### src/hdl/isnz_pkg.sv
package isnz_pkg;

  // Opcode layout
  localparam logic [5:0] OPC_INC_SKIP_NZ = 6'h12;
  localparam int         OPC_MSB         = 15;
  localparam int         OPC_LSB         = 10;
  localparam int         DEST_BIT        = 9;
  localparam int         ACC_BIT         = 8;

  // Data memory addressing
  localparam int         BANK_W          = 4;
  localparam int         ADDR_W          = 12;
  localparam logic [7:0] INDEX_MAX       = 8'h5F;
  localparam logic [7:0] ACCESS_SPLIT    = 8'h60;
  localparam logic [3:0] ACCESS_LOW_BANK = 4'h0;
  localparam logic [3:0] ACCESS_HI_BANK  = 4'hF;

  // Four clocks per instruction cycle
  localparam logic [1:0] PH_Q1 = 2'h0;
  localparam logic [1:0] PH_Q2 = 2'h1;
  localparam logic [1:0] PH_Q3 = 2'h2;
  localparam logic [1:0] PH_Q4 = 2'h3;
  localparam logic [1:0] NOP_ONE_WORD = 2'h1;
  localparam logic [1:0] NOP_TWO_WORD = 2'h2;

  // Register map, byte offsets
  localparam logic [3:0] REG_CTRL   = 4'h0;
  localparam logic [3:0] REG_BANK   = 4'h4;
  localparam logic [3:0] REG_STATUS = 4'h8;
  localparam logic [3:0] REG_COUNT  = 4'hC;
  localparam int         CTRL_EXEC_EN = 0;
  localparam int         CTRL_EXT_EN  = 1;
  localparam logic [1:0]       CTRL_RESET = 2'h1;
  localparam logic [BANK_W-1:0] BANK_RESET = 4'h0;

  typedef enum logic [1:0] {
    ST_IDLE,
    ST_EXEC,
    ST_NOP
  } isnz_exec_state_t;

  typedef struct packed {
    logic        valid;
    logic [15:0] word;
    logic        next_two_word;
  } isnz_instr_t;

  typedef struct packed {
    logic              rd;
    logic              wr;
    logic              indexed;
    logic [ADDR_W-1:0] addr;
    logic [7:0]        wdata;
  } isnz_mem_req_t;

  typedef struct packed {
    logic             exec_en;
    logic             ext_en;
    logic [BANK_W-1:0] bank_select_register;
  } isnz_cfg_t;

  typedef struct packed {
    logic        busy;
    logic        skip;
    logic [7:0]  result;
    logic [15:0] exec_count;
    logic [15:0] skip_count;
  } isnz_stat_t;

endpackage : isnz_pkg

### src/hdl/isnz_ahb_regs.sv
`timescale 1ns/1ps
`default_nettype none
module isnz_ahb_regs (
  // Clock and reset
  input  wire logic               clk_sys,
  input  wire logic               rstn,
  // AHB-Lite slave
  input  wire logic               hsel,
  input  wire logic [31:0]        haddr,
  input  wire logic [1:0]         htrans,
  input  wire logic               hwrite,
  input  wire logic [2:0]         hsize,
  input  wire logic [31:0]        hwdata,
  input  wire logic               hready,
  output logic                    hreadyout,
  output logic                    hresp,
  output logic [31:0]             hrdata,
  // Block side
  output isnz_pkg::isnz_cfg_t     cfg,
  input  wire isnz_pkg::isnz_stat_t stat
);
  import isnz_pkg::*;

  typedef struct packed {
    logic             exec_en;
    logic             ext_en;
    logic [BANK_W-1:0] bank;
    logic             pend_wr;
    logic             pend_rd;
    logic [3:0]       addr;
    logic [31:0]      rdata;
  } isnz_bus_state_t;

  isnz_bus_state_t r;
  isnz_bus_state_t next_r;
  logic [31:0]     sel_data;

  always_comb begin
    unique case (r.addr)
      REG_CTRL:   sel_data = {30'h0, r.ext_en, r.exec_en};
      REG_BANK:   sel_data = {28'h0, r.bank};
      REG_STATUS: sel_data = {22'h0, stat.busy, stat.skip, stat.result};
      REG_COUNT:  sel_data = {stat.skip_count, stat.exec_count};
      default:    sel_data = 32'h0;
    endcase
  end

  always_comb begin
    next_r = r;
    next_r.pend_wr = 1'b0;
    if (r.pend_wr) begin
      if (r.addr == REG_CTRL) begin
        next_r.exec_en = hwdata[CTRL_EXEC_EN];
        next_r.ext_en  = hwdata[CTRL_EXT_EN];
      end
      if (r.addr == REG_BANK) begin
        next_r.bank = hwdata[BANK_W-1:0];
      end
    end
    // Reads take one wait state so the data word comes from a flop
    if (r.pend_rd) begin
      next_r.pend_rd = 1'b0;
      next_r.rdata   = sel_data;
    end else if (hsel && htrans[1] && hready) begin
      next_r.addr    = haddr[3:0];
      next_r.pend_wr = hwrite;
      next_r.pend_rd = !hwrite;
    end
  end

  always_ff @(posedge clk_sys or negedge rstn) begin
    if (!rstn) begin
      r <= '{exec_en: CTRL_RESET[CTRL_EXEC_EN], ext_en: CTRL_RESET[CTRL_EXT_EN],
             bank: BANK_RESET, pend_wr: 1'b0, pend_rd: 1'b0, addr: 4'h0, rdata: 32'h0};
    end else begin
      r <= next_r;
    end
  end

  assign hreadyout = !r.pend_rd;
  assign hresp     = 1'b0;
  assign hrdata    = r.rdata;
  assign cfg       = '{exec_en: r.exec_en, ext_en: r.ext_en, bank_select_register: r.bank};

endmodule : isnz_ahb_regs
`default_nettype wire

### src/hdl/isnz_exec.sv
// Functional notes
// - Recognise opcode 010010, then d bit, a bit and 8-bit file address.
// - Read the file byte and add one; status flags stay untouched.
// - d=0: result goes to the working register, file byte unchanged.
// - d=1: result is written back into the addressed file byte.
// - Nonzero result skips the next instruction; zero result does not.
// - On skip, drop the prefetched word and run one no-operation cycle.
// - Skipping a two-word instruction runs two no-operation cycles.
// - a=0: address lies in the access bank, bank register ignored.
// - a=1: bank register and file address together form the address.
// - Extended set, a=0, address at most 5Fh: indexed offset addressing.
// - Q1 decode, Q2 read, Q3 process, Q4 write destination.
`timescale 1ns/1ps
`default_nettype none
module isnz_exec (
  // Clock and reset
  input  wire logic                  clk_sys,
  input  wire logic                  rstn,
  // AHB-Lite register bus
  input  wire logic                  hsel,
  input  wire logic [31:0]           haddr,
  input  wire logic [1:0]            htrans,
  input  wire logic                  hwrite,
  input  wire logic [2:0]            hsize,
  input  wire logic [31:0]           hwdata,
  input  wire logic                  hready,
  output logic                       hreadyout,
  output logic                       hresp,
  output logic [31:0]                hrdata,
  // Fetched instruction
  input  wire isnz_pkg::isnz_instr_t instr,
  // Data memory path
  output isnz_pkg::isnz_mem_req_t    mem_req,
  input  wire logic [7:0]            mem_rdata,
  // Working register write
  output logic                       w_we,
  output logic [7:0]                 w_data,
  // Pipeline control
  output logic                       skip_flush,
  output logic                       nop_active,
  output logic [1:0]                 q_phase
);
  import isnz_pkg::*;

  typedef struct packed {
    isnz_exec_state_t st;
    logic [1:0]       q;
    logic [1:0]       nop_left;
    logic             dest_file;
    logic             two_word;
    logic [7:0]       result;
    logic             skip;
    isnz_mem_req_t    mem;
    logic             w_we;
    logic [7:0]       w_data;
    logic             flush;
    logic [15:0]      exec_count;
    logic [15:0]      skip_count;
  } isnz_core_t;

  isnz_core_t r;
  isnz_core_t next_r;
  isnz_cfg_t  cfg;
  isnz_stat_t stat;

  isnz_ahb_regs u_regs (
    .clk_sys   (clk_sys),
    .rstn      (rstn),
    .hsel      (hsel),
    .haddr     (haddr),
    .htrans    (htrans),
    .hwrite    (hwrite),
    .hsize     (hsize),
    .hwdata    (hwdata),
    .hready    (hready),
    .hreadyout (hreadyout),
    .hresp     (hresp),
    .hrdata    (hrdata),
    .cfg       (cfg),
    .stat      (stat)
  );

  // Decode of the word presented in Q1
  logic                 op_match;
  logic                 accept;
  logic                 f_dest;
  logic                 f_acc;
  logic [7:0]           f_addr;
  logic                 use_index;
  logic [ADDR_W-1:0]    eff_addr;
  logic [7:0]           inc_value;

  assign f_dest   = instr.word[DEST_BIT];
  assign f_acc    = instr.word[ACC_BIT];
  assign f_addr   = instr.word[7:0];
  assign op_match = instr.word[OPC_MSB:OPC_LSB] == OPC_INC_SKIP_NZ;
  assign accept   = instr.valid && op_match && cfg.exec_en
                    && r.st == ST_IDLE && r.q == PH_Q1;
  assign use_index = cfg.ext_en && !f_acc && f_addr <= INDEX_MAX;

  always_comb begin
    if (f_acc) begin
      eff_addr = {cfg.bank_select_register, f_addr};
    end else if (use_index) begin
      // Offset only; the core adds the index pointer
      eff_addr = {ACCESS_LOW_BANK, f_addr};
    end else if (f_addr < ACCESS_SPLIT) begin
      eff_addr = {ACCESS_LOW_BANK, f_addr};
    end else begin
      eff_addr = {ACCESS_HI_BANK, f_addr};
    end
  end

  // Plain 8-bit add; no carry or zero flag leaves this block
  assign inc_value = mem_rdata + 8'h01;

  always_comb begin
    next_r = r;
    next_r.q      = r.q + 2'h1;
    next_r.mem.rd = 1'b0;
    next_r.mem.wr = 1'b0;
    next_r.w_we   = 1'b0;
    next_r.flush  = 1'b0;
    unique case (r.st)
      ST_IDLE: begin
        if (accept) begin
          next_r.st          = ST_EXEC;
          next_r.dest_file   = f_dest;
          next_r.mem.rd      = 1'b1;
          next_r.mem.addr    = eff_addr;
          next_r.mem.indexed = use_index;
        end
      end
      ST_EXEC: begin
        if (r.q == PH_Q3) begin
          next_r.result   = inc_value;
          next_r.skip     = inc_value != 8'h00;
          next_r.flush    = inc_value != 8'h00;
          next_r.two_word = instr.next_two_word;
          next_r.mem.wr   = r.dest_file;
          next_r.mem.wdata = inc_value;
          next_r.w_we     = !r.dest_file;
          next_r.w_data   = inc_value;
        end
        if (r.q == PH_Q4) begin
          next_r.exec_count = r.exec_count + 16'h0001;
          if (r.skip) begin
            next_r.st         = ST_NOP;
            next_r.skip_count = r.skip_count + 16'h0001;
            next_r.nop_left   = r.two_word ? NOP_TWO_WORD : NOP_ONE_WORD;
          end else begin
            next_r.st = ST_IDLE;
          end
        end
      end
      ST_NOP: begin
        if (r.q == PH_Q4) begin
          next_r.nop_left = r.nop_left - 2'h1;
          if (r.nop_left == NOP_ONE_WORD) begin
            next_r.st = ST_IDLE;
          end
        end
      end
    endcase
  end

  always_ff @(posedge clk_sys or negedge rstn) begin
    if (!rstn) begin
      r <= '{st: ST_IDLE, q: PH_Q1, nop_left: 2'h0, dest_file: 1'b0,
             two_word: 1'b0, result: 8'h00, skip: 1'b0,
             mem: '{rd: 1'b0, wr: 1'b0, indexed: 1'b0, addr: 12'h000, wdata: 8'h00},
             w_we: 1'b0, w_data: 8'h00, flush: 1'b0,
             exec_count: 16'h0000, skip_count: 16'h0000};
    end else begin
      r <= next_r;
    end
  end

  assign mem_req    = r.mem;
  assign w_we       = r.w_we;
  assign w_data     = r.w_data;
  assign skip_flush = r.flush;
  assign nop_active = r.st == ST_NOP;
  assign q_phase    = r.q;
  assign stat       = '{busy: r.st != ST_IDLE, skip: r.skip, result: r.result,
                        exec_count: r.exec_count, skip_count: r.skip_count};
endmodule : isnz_exec
`default_nettype wire

### config.mk
export PLATFORM = sky130hd
export DESIGN_NAME = isnz_exec
export DESIGN_NICKNAME = d
export VERILOG_FILES = /design/src/hdl/isnz_pkg.sv /design/src/hdl/isnz_ahb_regs.sv /design/src/hdl/isnz_exec.sv
export SDC_FILE = /design/constraint.sdc
export NUM_CORES = 1
export LEC_CHECK = 0
export ABC_AREA = 1
export BUFFER_PORTS_ARGS = -buffer_cell sky130_fd_sc_hd__buf_4
export CORE_UTILIZATION = 52
export CTS_BUF_LIST = sky130_fd_sc_hd__clkbuf_16
export CTS_CLUSTER_DIAMETER = 30
export DETAILED_ROUTE_END_ITERATION = 8
export MAX_ROUTING_LAYER = met4
export PLACE_DENSITY = 0.93
export SKIP_CTS_REPAIR_TIMING = 1
export SLEW_MARGIN = 10
export SYNTH_ARGS = -nofsm -noshare
export SYNTH_HDL_FRONTEND = slang
export SYNTH_SLANG_ARGS = --single-unit
### constraint.sdc
create_clock -name clk_sys -period 1.9 [get_ports clk_sys]
set_input_delay 0.38 -clock clk_sys [delete_from_list [all_inputs] [get_ports clk_sys]]
set_output_delay 0.38 -clock clk_sys [all_outputs]
set_load 0.01 [all_outputs]
After elaboration in Yosys (flattened, before gate mapping). Index checks and enable logic that the tools add are counted.

Flip-flop bits (word level): 110. Input port bits: 100. Logic and storage cells: 97.

Add/sub/neg operators: 5. Magnitude comparators: 2. Equal/unequal tests: 14. Muxes and demuxes: 26. Bitwise operators: 1. Reduce and logical (&&, ||, !) cells: 27.

Operators with widths (count): 32-bit one-hot mux with 4 select lines (1); 42-bit 2-to-1 mux (1); 12-bit 2-to-1 mux (3); 16-bit by 1-bit adder with 16-bit output, second input constant (2); 32-bit 2-to-1 mux (1); 2-bit 2-to-1 mux (9); 16-bit 2-to-1 mux (1); 2-bit AND reduction (6); 10-bit 2-to-1 mux (1); 8-bit by 1-bit adder with 8-bit output, second input constant (1); 4-bit == test, second input constant (2); 8-bit by 7-bit <= comparator with 1-bit output, second input constant (1); 1-bit logical AND (8); 8-bit by 7-bit less-than comparator with 1-bit output, second input constant (1); 4-bit AND reduction (2); 8-bit nonzero test (1); 2-bit == test, second input constant (3); 6-bit by 5-bit == test with 1-bit output, second input constant (1); 1-bit 2-to-1 mux (6); 6-bit 2-to-1 mux (1); 2-bit != test, second input constant (3); 2-bit one-hot mux with 3 select lines (1); 2-bit by 1-bit == test with 1-bit output, second input constant (2); 4-bit by 3-bit == test with 1-bit output, second input constant (1); other kinds (10) (16).

Longest topological paths before layout.
Depth in word-level cells: 7. Depth in mapped cells: 10. Mapped depth without buffers: 9.

Hierarchy. Synthesis repeated with hierarchy kept, for this count alone.

Cell total of the unflattened synthesis: 668. Area total of the unflattened synthesis: 5669.2 um2.

By module, submodules not included: isnz_exec (times used 1, cells an instance 396, area an instance 3462.1 um2, sequential area each 1651.6 um2); isnz_ahb_regs (times used 1, cells an instance 272, area an instance 2207.1 um2, sequential area each 1102.3 um2).

Least setup slack after synthesis. Ideal clock, no wire load.

Kind: flip-flop to flip-flop. Start: register r[81] (netlist bit). End: register r[31] (netlist bit). Arrival time: 1.407 ns. Path slack: 0.371 ns. Stages on the path, launching flop included: 9. Period minus slack after synthesis: 1.529 ns. Cells stage by stage: dfrtp_1 > inv_1 > ha_1 > buf_2 > nand2_4 > nor3_4 > nand4_4 > nor3_1 > nor2_1.

Word-level cells in the longest chain between the ends: 2.

RTL lines: from (decl) (line isnz_exec.sv:61) `isnz_core_t r;`; from (signal assigned) (line isnz_exec.sv:169) `r <= '{st: ST_IDLE, q: PH_Q1, nop_left: 2'h0, dest_file: 1'b0,`; from (signal assigned) (line isnz_exec.sv:175) `r <= next_r;`; 2-bit by 1-bit == test with 1-bit output (line isnz_exec.sv:124) `unique case (r.st)`; 2-bit AND reduction (no source line).

Every way passes these cells. A chain may end at the register's enable or synchronous reset.

Worst setup path after layout.
Start: register r, in the netlist q_phase[0]. End: register r[81] (netlist bit).

Word-level cells in the longest chain between the ends: 4. Elaborated cells between the ends (all ways): 7. Those cells by class: 4 x eq/ne; 3 x reduce/logical.

RTL lines: 2-bit logical NOT (line isnz_exec.sv:98) `&& r.st == ST_IDLE && r.q == PH_Q1;`; 1-bit logical AND (line isnz_exec.sv:98); 2-bit != test (no source line); 4-bit AND reduction (no source line) *.

Every way passes the cells marked *; elsewhere a longest branch is shown, timed or not.

==> flow_metrics.py <==
metrics = {
    "status": {
        "status": "finished clean",
    },
    "die": {
        "initial_core_util_pct": 53.95,
        "io_pins": 170,
        "dieArea_sq_um": 11180,
        "fp.coreArea_sq_um": 10370,
        "rows": 37,
        "die_y_um": 105.7,
        "die_x_um": 105.7,
    },
    "power_and_ir_drop": {
        "p_leak_nw": 3.447,
        "peakVddDrop_mv": 0.6987,
        "power_per_cell_area_nw_per_um2": 942.3,
    },
    "drt": {
        "route.met3.wl_um": 547,
        "wl_met1_um": 5039,
        "vias": 4217,
        "top_layer": "met4",
        "antenna_left": 0,
        "drc_errors": 0,
        "routed_wirelength_um": 11350,
        "via_per_inst": 4.996,
        "drt-pass1-iter-count": 4,
        "wl_per_cell_um": 13.44,
        "dr_wl_met2_um": 5587,
        "drt-initial-drc-count": 219,
    },
    "cts": {
        "clock-sinks": 110,
        "ctsLongestPathBuffers": 2,
        "clk_latency_ns": 0.35,
        "clk_pin_slew_ns": 0.07,
        "cts_tree": "yes",
        "cts_made_buffers": 9,
        "root_buffer": "clkbuf_16",
        "cts-htree-levels": 3,
    },
    "synthesis": {
        "yosysSeqAreaShare_pct": 49.23,
        "synth_compound_area_share_pct": 7.918,
        "synth_edf_count": 0,
        "synthMuxAreaShare_pct": 0,
        "syn-num-nets": 763,
        "synth.cell_area_sq_um": 5594,
        "async_flop_share_pct": 100.0,
        "ys_ff_latch": 110,
        "avgSynthCellArea_sq_um": 8.567,
        "yosysWarnings": 0,
        "syn_inst": 653,
        "ys_types": 40,
        "synth-simple-area-share_pct": 21.34,
        "synth_fa_ha_area_share_pct": 2.237,
        "synth_top_family_by_area": "simple AND/OR/NAND/NOR gates",
        "synth-xor-area-share_pct": 3.601,
        "synth_ff_type": "dfrtp_1",
    },
    "grt": {
        "grt_pass1_wl_um": 19020,
        "grt_pass1_vias": 4083,
        "antenna_found_initial": 0,
        "grt_max_degree": 69,
        "grt_use_total_pct": 22.11,
        "overflow": 0,
    },
    "place": {
        "numPortBuffers": 108,
        "hpwl_um": 8367,
        "gp_congestion": 0.8826,
        "postPlaceCellArea_sq_um": 6105,
        "dp_cells": 827,
    },
    "min_path": {
        "holdPathStages": 2,
        "min_path_type": "in2reg",
    },
    "timing": {
        "slew_violations": 0,
        "timing.final.crit_share_pct": 90.39,
        "fin_skew_ns": 0.008994,
        "min_period_ns": 1.717,
        "max_freq_mhz": 582.3,
        "whs_ns": 0.2136,
        "tns_ns": 0,
        "hold_viol_final": 0,
        "setup_viol": 0,
    },
    "layout": {
        "fillCellCount": 865,
        "finalNonFillerCells": 844,
        "finalInstanceArea_sq_um": 6417,
        "area_growth_pct": 14.72,
        "final_cell_mix": "nand2_1, buf_4, dfrtp_1, inv_1",
        "drive_above_1_share_pct": 21.75,
        "nets": 813,
        "diodes": 0,
        "final_common_cell": "nand2_1",
    },
    "setup_path": {
        "path_depth": 10,
        "cp_num_buf_inv": 2,
        "cp_slowest_cell": "dfrtp_1",
        "crit_path_max_fanout": 14,
        "r2r_slack_ns": 0.18,
        "r2r-end": "r[81]",
        "cp_cell_sequence": "inv_1 -> ha_1 -> nand2_1 -> nor3_1 -> nand3_1 -> buf_4 -> nand2_1 -> nand2_1 -> nand2_1 -> o21ai_1",
        "critical_path_class": "reg2reg",
        "cp_common_cell": "nand2_1",
        "required_ns": 2.13,
        "startpoint": "q_phase[0]",
        "cp-start-kind": "flip-flop",
        "reg2regPathDepth": 10,
        "crit_end": "r[81]",
        "worstPathArrival_ns": 1.95,
        "cpLargestDelayFamily": "simple AND/OR/NAND/NOR gates",
        "end_kind": "flip-flop",
        "critPathMaxStageDelay_ns": 0.41,
        "r2r-start": "q_phase[0]",
    },
    "run": {
        "cap_violations": 0,
    },
}
## cells by family after synthesis
group | Yosys count
AOI/OAI and AO/OA | 77
xor gates and xnor gates | 23
adders and majority gates | 10
buffers and inverters | 164
DFF | 110
other | 1
and+or+nand+nor | 268
## cells in the mapped netlist (all sizes together), types with 3 or more instances
cell | instances | area share (%)
inv | 84 | 5.6
o21ai | 41 | 3.7
o31ai | 13 | 1.7
ha | 10 | 2.2
nand3 | 20 | 2.1
nand2 | 183 | 12
buf | 73 | 9.5
nand4 | 12 | 2.0
xor2 | 20 | 3.1
nor3 | 8 | 1.2
nor2 | 43 | 3.3
o22ai | 4 | 0.45
xnor2 | 3 | 0.47
a21oi | 10 | 0.89
clkbuf | 7 | 0.47
dfrtp | 109 | 49
a31oi | 4 | 0.45
## area by class of cell
type,instances,area (sq um),area share (%)
sequential,110,2754,42.91
multi-input combinational,379,1967,30.65
timing repair buffer,119,908.4,14.15
inverter,84,319.1,4.972
clock buffer,9,225.2,3.509
tap,136,170.2,2.652
clock inverter,7,73.82,1.150
## how the worst min path moves through the flow
| stage | endpoint | slack [ns] | from |
|---|---|---|---|
| floorplan | mem_req[10] | 0.08 | rstn |
| global placement | r[30] | 0.29 | rstn |
| detailed placement | r[28] | 0.29 | rstn |
| CTS | r[28] | -0.08 | rstn |
| global route | u_regs.r[36] | 0.21 | hwrite |
| finish | u_regs.r[36] | 0.21 | hwrite |
## sequential cells by signal (all words and copies together) (netlist names)
| register | count |
|---|---|
| r | 39 |
| u_regs.hrdata | 32 |
| mem_req | 15 |
| w_data | 8 |
| u_regs.cfg | 6 |
| u_regs.r | 6 |
| q_phase | 2 |
| skip_flush | 1 |
| w_we | 1 |
## worst reg2reg max path, stage by stage, from the launching register on
cell,delay (ns)
dfrtp_1,0.41
inv_1,0.11
ha_1,0.16
nand2_1,0.06
nor3_1,0.17
nand3_1,0.18
buf_4,0.22
nand2_1,0.07
nand2_1,0.10
nand2_1,0.07
o21ai_1,0.06
## stage by stage
step	power [mW]	setup slack (ns)	util [%]
3_5_place_dp	4.183	0.1332	58.87
3_3_place_gp	4.122	0.2355	58.87
2_1_floorplan	3.807	0.3707	-
6_report	6.047	0.1826	61.88
4_1_cts	6.077	0.1250	61.75
5_1_grt	6.347	-0.007873	61.88
## metal layers
metal	track usage (%)	up-vias
met1	27.97	1985
met3	4.638	19
met5	-	-
met2	36.09	131
met4	6.151	0
li1	-	2082
## power by group
part | total [mW] | switching, mW | leakage, nW | internal [mW]
logic | 1.28 | 0.698 | 1.86 | 0.584
clock network | 1.89 | 0.865 | 0.139 | 1.03
registers | 2.87 | 0.254 | 1.45 | 2.62
No activity file was read; power rests on OpenSTA's default activity.
